### src/logic/bsm_regs.svh
// Register offsets, field positions, reset values and timing counts
`ifndef BSM_REGS_SVH
`define BSM_REGS_SVH

// Byte offsets of the 32-bit register words
`define BSM_OFS_CTRL      8'h00
`define BSM_OFS_HEADROOM  8'h04
`define BSM_OFS_DS_TARGET 8'h08
`define BSM_OFS_DS_UPPER  8'h0c
`define BSM_OFS_DS_LOWER  8'h10
`define BSM_OFS_SPAN      8'h14
`define BSM_OFS_CEILING   8'h18
`define BSM_OFS_FLOOR     8'h1c
`define BSM_OFS_MAX_QPSK  8'h20
`define BSM_OFS_MAX_QAM16 8'h24
`define BSM_OFS_MAX_QAM64 8'h28
`define BSM_OFS_W_US      8'h2c
`define BSM_OFS_W_DS      8'h30
`define BSM_OFS_W_EQ      8'h34
`define BSM_OFS_STATUS    8'h38
`define BSM_OFS_SCORE     8'h3c

// Control and status bit positions
`define BSM_CTRL_ADV_ALLOW 0
`define BSM_ST_ELIGIBLE    0
`define BSM_ST_US_OK       1
`define BSM_ST_DS_OK       2
`define BSM_ST_EQ_OK       3
`define BSM_ST_TAP_OK      4
`define BSM_ST_BUSY        5
`define BSM_ST_VALID       6

// Reset values, levels in signed Q12.4 (1/16 dB)
`define BSM_RST_HEADROOM  16'h0060
`define BSM_RST_DS_TARGET 16'h0000
`define BSM_RST_DS_UPPER  16'h0050
`define BSM_RST_DS_LOWER  16'hffa0
`define BSM_RST_SPAN      16'h0500
`define BSM_RST_CEILING   16'hffb0
`define BSM_RST_FLOOR     16'hffe0
`define BSM_RST_MAX_QPSK  16'h03a0
`define BSM_RST_MAX_QAM16 16'h0370
`define BSM_RST_MAX_QAM64 16'h0360
`define BSM_RST_WEIGHT    8'h64
`define BSM_WEIGHT_MAX    8'h64

// Last divider step index per score term, 32 steps
`define BSM_DIV_STEPS     5'h1f

`endif

### src/logic/bsm_pkg.sv
// Types shared by the merit score engine and its users
package bsm_pkg;

   // Active upstream modulation
   typedef enum logic [1:0] {
      MOD_QPSK  = 2'b00,
      MOD_QAM16 = 2'b01,
      MOD_QAM64 = 2'b10
   } bsm_mod_t;

   // Engine sequencing
   typedef enum logic [1:0] {
      ST_IDLE  = 2'b00,
      ST_SETUP = 2'b01,
      ST_DIV   = 2'b10,
      ST_ACC   = 2'b11
   } bsm_state_t;

   // One measurement set, levels signed Q12.4
   typedef struct packed {
      logic [7:0][15:0] nonmain_tap_level;
      logic [15:0]      us_tx_level;
      logic [15:0]      ds_rx_level;
      logic [15:0]      nonmain_energy_ratio;
      logic [15:0]      main_tap_squeeze;
      bsm_mod_t         modulation;
   } bsm_meas_t;

endpackage

### src/logic/bsm_merit.sv
// Backup server eligibility checks and merit score engine
`timescale 1ns/1ps
`include "bsm_regs.svh"
// Function
// - Headroom configurable, defaults to 6 dB
// - Downstream target level defaults to 0 dBmV
// - Downstream upper limit defaults to +5 dBmV
// - Downstream lower limit defaults to -6 dBmV
// - Ratio span defaults 80 dB, divides equalizer
// - Tap ceiling defaults to -5 dB
// - Compression floor defaults to -2
// - Modulation maximum 58/55/54 dBmV, all configurable
// - Any enabled failing check clears eligibility
// - Upstream passes if level below max minus headroom
// - Downstream passes within limits, bounds inclusive
// - Equalizer passes if compression above floor
// - Any tap above ceiling clears eligibility
// - Score sums upstream, downstream, equalizer terms
// - Upstream term is weight times one minus ratio
// - Zero upstream weight drops term and check
// - Downstream term uses normalised absolute offset
// - Zero downstream weight drops term and check
// - Equalizer term is minus ratio over span weighted
// - Zero equalizer weight drops term, compression check
// - Any parameter or weight change re-evaluates
// - No advertising while not eligible
module bsm_merit (
   input  wire logic               ref_clk,
   input  wire logic               resetn,
   input  wire logic               ce,
   input  wire logic               wb_cyc,
   input  wire logic               wb_stb,
   input  wire logic               wb_we,
   input  wire logic [7:0]         wb_adr,
   input  wire logic [3:0]         wb_sel,
   input  wire logic [31:0]        wb_dat_w,
   output logic      [31:0]        wb_dat_r,
   output logic                    wb_ack,
   input  wire logic               meas_valid,
   input  wire bsm_pkg::bsm_meas_t meas,
   output logic                    eligible,
   output logic                    adv_enable,
   output logic                    score_valid,
   output logic      [31:0]        merit_score
);
   import bsm_pkg::*;

   // Byte-lane merge for a 16-bit field
   function automatic logic [15:0] merge16(input logic [15:0] old,
                                           input logic [31:0] d,
                                           input logic [3:0]  sel);
      merge16 = {sel[1] ? d[15:8] : old[15:8], sel[0] ? d[7:0] : old[7:0]};
   endfunction

   // Magnitude of a signed 17-bit value
   function automatic logic [16:0] mag17(input logic [16:0] x);
      mag17 = x[16] ? 17'(-x) : x;
   endfunction

   // Configuration, engine state, check results and divider operands
   logic [15:0] headroom, ds_target_level, ds_upper_limit, ds_lower_limit;
   logic [15:0] nonmain_ratio_span, nonmain_tap_ceiling, main_tap_floor;
   logic [15:0] max_qpsk, max_qam16, max_qam64, mod_max, base_us, base_ds;
   logic [7:0]  us_weight, ds_weight, equalizer_weight, tap_over, w_in;
   logic        adv_allow, pending, has_result, ck_us, ck_ds, ck_eq, ck_tap;
   logic        neg_us, neg_eq, req, wr, go, us_pass, ds_pass, eq_pass;
   bsm_meas_t   meas_q;
   bsm_state_t  state;
   logic [1:0]  phase;
   logic [4:0]  step;
   logic [16:0] den_us, den_ds, den_eq, den, us_limit, ds_offset, ds_range;
   logic [17:0] rem, shifted;
   logic [31:0] num_us, num_ds, num_eq, quo, acc, rd_data;
   logic [31:0] quo_used, signed_q, term;

   assign req = wb_cyc & wb_stb & ~wb_ack;
   assign wr  = req & wb_we;
   // Any register write may change a parameter or weight
   assign go  = meas_valid | wr;
   assign w_in = (wb_dat_w[7:0] > `BSM_WEIGHT_MAX) ? `BSM_WEIGHT_MAX : wb_dat_w[7:0];

   // Bus handshake, one wait cycle per access
   always_ff @(posedge ref_clk) begin
      if (!resetn) begin
         wb_ack   <= 1'b0;
         wb_dat_r <= 32'h0000_0000;
      end else if (ce) begin
         wb_ack   <= req;
         wb_dat_r <= req ? rd_data : 32'h0000_0000;
      end
   end

   // Configuration registers with their default values
   always_ff @(posedge ref_clk) begin
      if (!resetn) begin
         headroom            <= `BSM_RST_HEADROOM;
         ds_target_level     <= `BSM_RST_DS_TARGET;
         ds_upper_limit      <= `BSM_RST_DS_UPPER;
         ds_lower_limit      <= `BSM_RST_DS_LOWER;
         nonmain_ratio_span  <= `BSM_RST_SPAN;
         nonmain_tap_ceiling <= `BSM_RST_CEILING;
         main_tap_floor      <= `BSM_RST_FLOOR;
         max_qpsk            <= `BSM_RST_MAX_QPSK;
         max_qam16           <= `BSM_RST_MAX_QAM16;
         max_qam64           <= `BSM_RST_MAX_QAM64;
         us_weight           <= `BSM_RST_WEIGHT;
         ds_weight           <= `BSM_RST_WEIGHT;
         equalizer_weight    <= `BSM_RST_WEIGHT;
         adv_allow           <= 1'b1;
      end else if (ce && wr) begin
         case (wb_adr)
            `BSM_OFS_CTRL: begin
               if (wb_sel[0]) begin
                  adv_allow <= wb_dat_w[`BSM_CTRL_ADV_ALLOW];
               end
            end
            `BSM_OFS_HEADROOM: begin
               headroom <= merge16(headroom, wb_dat_w, wb_sel);
            end
            `BSM_OFS_DS_TARGET: begin
               ds_target_level <= merge16(ds_target_level, wb_dat_w, wb_sel);
            end
            `BSM_OFS_DS_UPPER: begin
               ds_upper_limit <= merge16(ds_upper_limit, wb_dat_w, wb_sel);
            end
            `BSM_OFS_DS_LOWER: begin
               ds_lower_limit <= merge16(ds_lower_limit, wb_dat_w, wb_sel);
            end
            `BSM_OFS_SPAN: begin
               nonmain_ratio_span <= merge16(nonmain_ratio_span, wb_dat_w, wb_sel);
            end
            `BSM_OFS_CEILING: begin
               nonmain_tap_ceiling <= merge16(nonmain_tap_ceiling, wb_dat_w, wb_sel);
            end
            `BSM_OFS_FLOOR: begin
               main_tap_floor <= merge16(main_tap_floor, wb_dat_w, wb_sel);
            end
            `BSM_OFS_MAX_QPSK: begin
               max_qpsk <= merge16(max_qpsk, wb_dat_w, wb_sel);
            end
            `BSM_OFS_MAX_QAM16: begin
               max_qam16 <= merge16(max_qam16, wb_dat_w, wb_sel);
            end
            `BSM_OFS_MAX_QAM64: begin
               max_qam64 <= merge16(max_qam64, wb_dat_w, wb_sel);
            end
            // Weights saturate at 100
            `BSM_OFS_W_US: begin
               if (wb_sel[0]) begin
                  us_weight <= w_in;
               end
            end
            `BSM_OFS_W_DS: begin
               if (wb_sel[0]) begin
                  ds_weight <= w_in;
               end
            end
            `BSM_OFS_W_EQ: begin
               if (wb_sel[0]) begin
                  equalizer_weight <= w_in;
               end
            end
            default: begin
            end
         endcase
      end
   end

   // Read multiplexer, unmapped words read zero
   always_comb begin
      rd_data = 32'h0000_0000;
      case (wb_adr)
         `BSM_OFS_CTRL:      rd_data[`BSM_CTRL_ADV_ALLOW] = adv_allow;
         `BSM_OFS_HEADROOM:  rd_data[15:0] = headroom;
         `BSM_OFS_DS_TARGET: rd_data[15:0] = ds_target_level;
         `BSM_OFS_DS_UPPER:  rd_data[15:0] = ds_upper_limit;
         `BSM_OFS_DS_LOWER:  rd_data[15:0] = ds_lower_limit;
         `BSM_OFS_SPAN:      rd_data[15:0] = nonmain_ratio_span;
         `BSM_OFS_CEILING:   rd_data[15:0] = nonmain_tap_ceiling;
         `BSM_OFS_FLOOR:     rd_data[15:0] = main_tap_floor;
         `BSM_OFS_MAX_QPSK:  rd_data[15:0] = max_qpsk;
         `BSM_OFS_MAX_QAM16: rd_data[15:0] = max_qam16;
         `BSM_OFS_MAX_QAM64: rd_data[15:0] = max_qam64;
         `BSM_OFS_W_US:      rd_data[7:0]  = us_weight;
         `BSM_OFS_W_DS:      rd_data[7:0]  = ds_weight;
         `BSM_OFS_W_EQ:      rd_data[7:0]  = equalizer_weight;
         `BSM_OFS_STATUS: begin
            rd_data[`BSM_ST_ELIGIBLE] = eligible;
            rd_data[`BSM_ST_US_OK]    = ck_us;
            rd_data[`BSM_ST_DS_OK]    = ck_ds;
            rd_data[`BSM_ST_EQ_OK]    = ck_eq;
            rd_data[`BSM_ST_TAP_OK]   = ck_tap;
            rd_data[`BSM_ST_BUSY]     = (state != ST_IDLE) | pending;
            rd_data[`BSM_ST_VALID]    = has_result;
         end
         `BSM_OFS_SCORE:     rd_data = merit_score;
         default:            rd_data = 32'h0000_0000;
      endcase
   end

   // Latest measurement set
   always_ff @(posedge ref_clk) begin
      if (!resetn) begin
         meas_q <= '0;
      end else if (ce && meas_valid) begin
         meas_q <= meas;
      end
   end

   // Maximum level for the active modulation
   always_comb begin
      case (meas_q.modulation)
         MOD_QPSK:  mod_max = max_qpsk;
         MOD_QAM16: mod_max = max_qam16;
         default:   mod_max = max_qam64;
      endcase
   end

   // Minimum link checks on the signed levels
   always_comb begin
      us_limit  = 17'($signed(mod_max)) - 17'($signed(headroom));
      us_pass   = $signed(17'($signed(meas_q.us_tx_level))) < $signed(us_limit);
      ds_pass   = ($signed(ds_lower_limit) <= $signed(meas_q.ds_rx_level)) &&
                  ($signed(meas_q.ds_rx_level) <= $signed(ds_upper_limit));
      eq_pass   = $signed(meas_q.main_tap_squeeze) > $signed(main_tap_floor);
      ds_offset = 17'($signed(meas_q.ds_rx_level)) - 17'($signed(ds_target_level));
      ds_range  = 17'($signed(ds_upper_limit)) - 17'($signed(ds_lower_limit));
   end

   // One comparator per non-main tap
   genvar gi;
   generate
      for (gi = 0; gi < 8; gi = gi + 1) begin : g_tap
         assign tap_over[gi] = $signed(meas_q.nonmain_tap_level[gi]) >
                               $signed(nonmain_tap_ceiling);
      end
   endgenerate

   // Pending request, set wins over the clear at start
   always_ff @(posedge ref_clk) begin
      if (!resetn) begin
         pending <= 1'b0;
      end else if (ce) begin
         if (go) begin
            pending <= 1'b1;
         end else if (state == ST_IDLE) begin
            pending <= 1'b0;
         end
      end
   end

   // Snapshot of checks and divider operands at start
   always_ff @(posedge ref_clk) begin
      if (!resetn) begin
         ck_us   <= 1'b0;
         ck_ds   <= 1'b0;
         ck_eq   <= 1'b0;
         ck_tap  <= 1'b0;
         num_us  <= 32'h0000_0000;
         num_ds  <= 32'h0000_0000;
         num_eq  <= 32'h0000_0000;
         den_us  <= 17'h0_0000;
         den_ds  <= 17'h0_0000;
         den_eq  <= 17'h0_0000;
         neg_us  <= 1'b0;
         neg_eq  <= 1'b0;
         base_us <= 16'h0000;
         base_ds <= 16'h0000;
      end else if (ce && state == ST_IDLE && pending) begin
         ck_us   <= (us_weight == 8'h00) | us_pass;
         ck_ds   <= (ds_weight == 8'h00) | ds_pass;
         ck_eq   <= (equalizer_weight == 8'h00) | eq_pass;
         ck_tap  <= ~|tap_over;
         // Weight times magnitude, eight fraction bits
         num_us  <= {16'h0000, us_weight, 8'h00} *
                    {15'h0000, mag17(17'($signed(meas_q.us_tx_level)))};
         num_ds  <= {16'h0000, ds_weight, 8'h00} * {15'h0000, mag17(ds_offset)};
         num_eq  <= {16'h0000, equalizer_weight, 8'h00} *
                    {15'h0000, mag17(17'($signed(meas_q.nonmain_energy_ratio)))};
         den_us  <= mag17(17'($signed(mod_max)));
         den_ds  <= mag17(ds_range);
         den_eq  <= mag17(17'($signed(nonmain_ratio_span)));
         neg_us  <= meas_q.us_tx_level[15] ^ mod_max[15];
         neg_eq  <= meas_q.nonmain_energy_ratio[15] ^ nonmain_ratio_span[15];
         base_us <= {us_weight, 8'h00};
         base_ds <= {ds_weight, 8'h00};
      end
   end

   // Divider step and term formation
   always_comb begin
      shifted  = {rem[16:0], quo[31]};
      quo_used = (den == 17'h0_0000) ? 32'h0000_0000 : quo;
      signed_q = 32'(-$signed(quo_used));
      case (phase)
         2'b00:   term = {16'h0000, base_us} - (neg_us ? signed_q : quo_used);
         2'b01:   term = {16'h0000, base_ds} - quo_used;
         default: term = neg_eq ? quo_used : signed_q;
      endcase
   end

   // Engine sequence: three terms through one shared divider
   always_ff @(posedge ref_clk) begin
      if (!resetn) begin
         state <= ST_IDLE;
         phase <= 2'b00;
         step  <= 5'h00;
         rem   <= 18'h0_0000;
         quo   <= 32'h0000_0000;
         den   <= 17'h0_0000;
         acc   <= 32'h0000_0000;
      end else if (ce) begin
         case (state)
            ST_IDLE: begin
               phase <= 2'b00;
               acc   <= 32'h0000_0000;
               if (pending) begin
                  state <= ST_SETUP;
               end
            end
            ST_SETUP: begin
               rem  <= 18'h0_0000;
               step <= 5'h00;
               case (phase)
                  2'b00: begin
                     quo <= num_us;
                     den <= den_us;
                  end
                  2'b01: begin
                     quo <= num_ds;
                     den <= den_ds;
                  end
                  default: begin
                     quo <= num_eq;
                     den <= den_eq;
                  end
               endcase
               state <= ST_DIV;
            end
            ST_DIV: begin
               if (shifted >= {1'b0, den}) begin
                  rem <= shifted - {1'b0, den};
                  quo <= {quo[30:0], 1'b1};
               end else begin
                  rem <= shifted;
                  quo <= {quo[30:0], 1'b0};
               end
               step <= step + 5'h01;
               if (step == `BSM_DIV_STEPS) begin
                  state <= ST_ACC;
               end
            end
            ST_ACC: begin
               acc <= acc + term;
               if (phase == 2'b10) begin
                  state <= ST_IDLE;
               end else begin
                  phase <= phase + 2'b01;
                  state <= ST_SETUP;
               end
            end
            default: begin
               state <= ST_IDLE;
            end
         endcase
      end
   end

   // Result publication at the end of the last term
   always_ff @(posedge ref_clk) begin
      if (!resetn) begin
         eligible    <= 1'b0;
         merit_score <= 32'h0000_0000;
         score_valid <= 1'b0;
         has_result  <= 1'b0;
      end else if (ce) begin
         score_valid <= 1'b0;
         if (state == ST_ACC && phase == 2'b10) begin
            eligible    <= ck_us & ck_ds & ck_eq & ck_tap;
            merit_score <= acc + term;
            score_valid <= 1'b1;
            has_result  <= 1'b1;
         end
      end
   end

   // Advertising permitted only while eligible
   always_ff @(posedge ref_clk) begin
      if (!resetn) begin
         adv_enable <= 1'b0;
      end else if (ce) begin
         adv_enable <= eligible & adv_allow;
      end
   end

endmodule

### config.mk
export PLATFORM = sky130hd
export DESIGN_NAME = bsm_merit
export DESIGN_NICKNAME = d
export VERILOG_FILES = /design/src/logic/bsm_pkg.sv /design/src/logic/bsm_merit.sv
export VERILOG_INCLUDE_DIRS = /design/src /design/src/logic
export SDC_FILE = /design/constraint.sdc
export NUM_CORES = 2
export LEC_CHECK = 0
export ABC_AREA = 1
export BUFFER_PORTS_ARGS = -buffer_cell sky130_fd_sc_hd__buf_2
export CORE_MARGIN = 2
export CORE_UTILIZATION = 57
export CTS_BUF_LIST = sky130_fd_sc_hd__clkbuf_4 sky130_fd_sc_hd__clkbuf_8 sky130_fd_sc_hd__clkbuf_16
export DETAILED_ROUTE_END_ITERATION = 16
export PLACE_DENSITY = 0.78
export RECOVER_POWER = 50
export SYNTH_ARGS = -nofsm -noshare
export SYNTH_HDL_FRONTEND = slang
export SYNTH_SLANG_ARGS = --single-unit
### constraint.sdc
create_clock -name ref_clk -period 7.7 [get_ports ref_clk]
set_clock_uncertainty 0.2 [all_clocks]
set_input_delay 1.155 -clock ref_clk [delete_from_list [all_inputs] [get_ports ref_clk]]
set_output_delay 1.155 -clock ref_clk [all_outputs]
set_load 0.01 [all_outputs]
==> summary.txt <==
Outcome = complete, but fails checks
Violated checks = capacitance limit, slew limit
Flop pwr share = 0.281
Net load switching power = 5341 uW
DR pass1 iterations = 7
Longest Clk Path Bufs = 3
Leak = 0.02751 uW
Via count = 50874
Overflow after GRT = 0
Total power = 13740 uW
Final ANT Viol Nets = 0
CP peak stage delay = 0.53 ns
Antenna violations before repair = 10
Vias per cell = 5.825
Critical Path AT = 7.67 ns
Top Family by Delay on Critical Path = adder cells
Post-place setup slack = -0.1321 ns
IO Pins = 313
Mux contribution to synthesized area = 0
Largest family of logic cells by synthesized area = adder cells
Peak VDD IR = 0.0002950 V
Worst path required time = 8.10 ns
Share of cells above drive strength 1 = 0.07800
Switching part of the total power = 0.3887
Overall Global Routing Usage = 0.3554
Clk pwr share = 0.289
EDFF count, synth = 0
Syn. warnings = 0
Setup-failing EPs final = 0
Post-route setup slack = 0.4279 ns
Worst hold path class = flip-flop to flip-flop
Clk pin slew, worst setup/hold paths = 0.06 ns
Pin count of the biggest net entering global routing = 230
Fin crit share = 0.9444
Top_reg_cell synth = dfxtp_1
Clk root buf = clkbuf_16
Asr flop ratio synth = 0
DR WL/cell = 19.76 um
Initial core utilization = 0.5757
First-pass GRT wire length = 264.7 mm
Hold-fix buffers, CTS = 0
CTS tree = yes
Max stage delay cell, worst path = fa_1
Drc violations = 0
Total die area = 95180 um^2
Combinational share of power = 0.429
Internal power = 8399 uW
Startpoint Class = flip-flop
Nets = 8396
DR iter-0 viols = 4665
Slew Viols, Final = 701
Clk_lat worst skew = 0.66 ns
Post-synthesis sequential area ratio = 0.2655
Placer congestion estimate = 1.019
CP endpoint kind = flip-flop
Max FO, Critical Path = 6
Post-synthesis compound-gate area fraction = 0.2077
Worst-Margin Slew = 4.319 ns
Max_cap viols = 9
Layout Area Growth over Synthesis = 9.786%
Die Wd = 308.5 um
PD cells = 236.8 nW/um^2
Setup TNS Final = 0 ns
Syn_area_per_cell = 7.262 um^2
Post-Synth XOR/XNOR Area = 0.03563
CP dominant cell by count = fa_1
Port bufs = 294
Seq cells post-synth = 701
Simple-Gate Fraction of Synth Area = 0.1788
H-tree levels = 3
Num CTS Buffers = 77
Period minus WS final = 7.272 ns
Most frequent cells in the layout = 1066 x inv_1, 1062 x nand2_1, 814 x nor2_1
Slew HR = -1.879
Cell area after synthesis = 52850 um^2
Overall routed net length = 172.6 mm
CORE AREA = 91800 um^2
Synth cell types = 71
Most common cell after layout, fill and taps aside = inv_1
Synthesized netlist cell count = 7278
Post-synthesis adder-cell area fraction = 0.2103
Crit path buffers/inverters = 6
Final Hold Fails = 0
Die height = 308.5 um
Clk sinks = 701
Cell Rows = 111
Worst Setup Path Type = flip-flop to flip-flop
Number of global-route vias before repair = 47661
Achievable frequency = 137.5 MHz
Hpwl dp = 131.7 mm
## repair_timing
action,4_1_cts,5_1_grt
pin swaps,0,6
endpoints found under the setup margin,3,8
setup buffers,0,6
resized for setup,1,29
## power by group through the flow
stage               Sequential (uW)  Clock, uW  Combinational [uW]
detailed placement             3940          0                5710
floorplan                      3900          0                4290
global route                   3880       4130                6670
CTS                            3860       3990                5740
finish                         3870       3970                5900
global placement               3940          0                5560
## path summary, 6_finish.rpt
kind	end	cells after the start	slack [ns]	start
max	num_ds[31]$_SDFFE_PN0P_	39	0.43	meas_q[34]$_SDFFE_PN0P_
min	meas_q[114]$_SDFFE_PN0P_	2	0.26	meas_q[114]$_SDFFE_PN0P_
max reg2reg	num_ds[31]$_SDFFE_PN0P_	39	0.43	meas_q[34]$_SDFFE_PN0P_
min reg2reg	meas_q[114]$_SDFFE_PN0P_	2	0.26	meas_q[114]$_SDFFE_PN0P_
## metrics by stage
step	instance area, um^2	cells	utilization	hold WS, ns
2_1_floorplan	52900	7290	-	0.2297
3_3_place_gp	55320	8584	0.6026	0.2424
3_5_place_dp	55320	8584	0.6026	0.2487
4_1_cts	58040	8724	0.6322	0.2569
5_1_grt	58020	8730	0.6320	0.2733
6_report	58030	8733	0.6321	0.2567
## sequential cells by signal, indices dropped and copies added, names as in the netlist, 17 cells and up
signal,count
meas_q,194
acc,32
merit_score,32
quo,32
wb_dat_r,32
num_ds,24
num_eq,24
num_us,24
den,17
den_ds,17
den_eq,17
den_us,17
rem,17
## synth_stat cells, drive strengths merged (88+ instances only)
| master | count | area (um^2) |
|---|---|---|
| nand2 | 1084 | 4131 |
| inv | 1081 | 4058 |
| nor2 | 840 | 3238 |
| a21oi | 726 | 3637 |
| o21ai | 713 | 3625 |
| dfxtp | 701 | 14030 |
| ha | 453 | 5668 |
| clkbuf | 285 | 1070 |
| fa | 272 | 5445 |
| nand3 | 174 | 915.9 |
| xor2 | 158 | 1384 |
| o211ai | 88 | 660.6 |
## cell families (layout without fill, tap and decap cells)
group / count (synthesis) / count (layout)
xor+xnor: 215 / 215
fa+ha+maj: 725 / 725
simple gates: 2292 / 2292
compound gates: 1924 / 1924
flops: 701 / 701
buf+inv: 1419 / 1616
other cells: 2 / 17
## final cells by class
cell class	count	area, um^2
Antenna cell	3	7.507
Clock buffer	106	2315
Clock inverter	34	399.1
Fill cell	8182	33770
Inverter	1094	4113
Multi-Input combinational cell	5170	33570
Sequential cell	701	14030
Tap cell	1243	1555
Timing Repair Buffer	382	2034
## routing by layer
layer  global-route usage  share of wire
met1               0.4340           0.39
met3              0.06150          0.086
met5                    0        0.00070
met2               0.5796           0.45
met4               0.2293          0.073
## worst register-to-register path: cells and delay by family (launching register included)
| kind | cells | cell delay (ns) |
|---|---|---|
| flip-flops | 1 | 0.32 |
| buffers and inverters | 6 | 0.58 |
| XOR/XNOR | 1 | 0.10 |
| adder cells (fa/ha/maj) | 7 | 2.83 |
| AO/OA/AOI/OAI | 14 | 2.01 |
| AND/OR/NAND/NOR | 11 | 1.22 |
No activity file was read; power rests on OpenSTA's default activity.
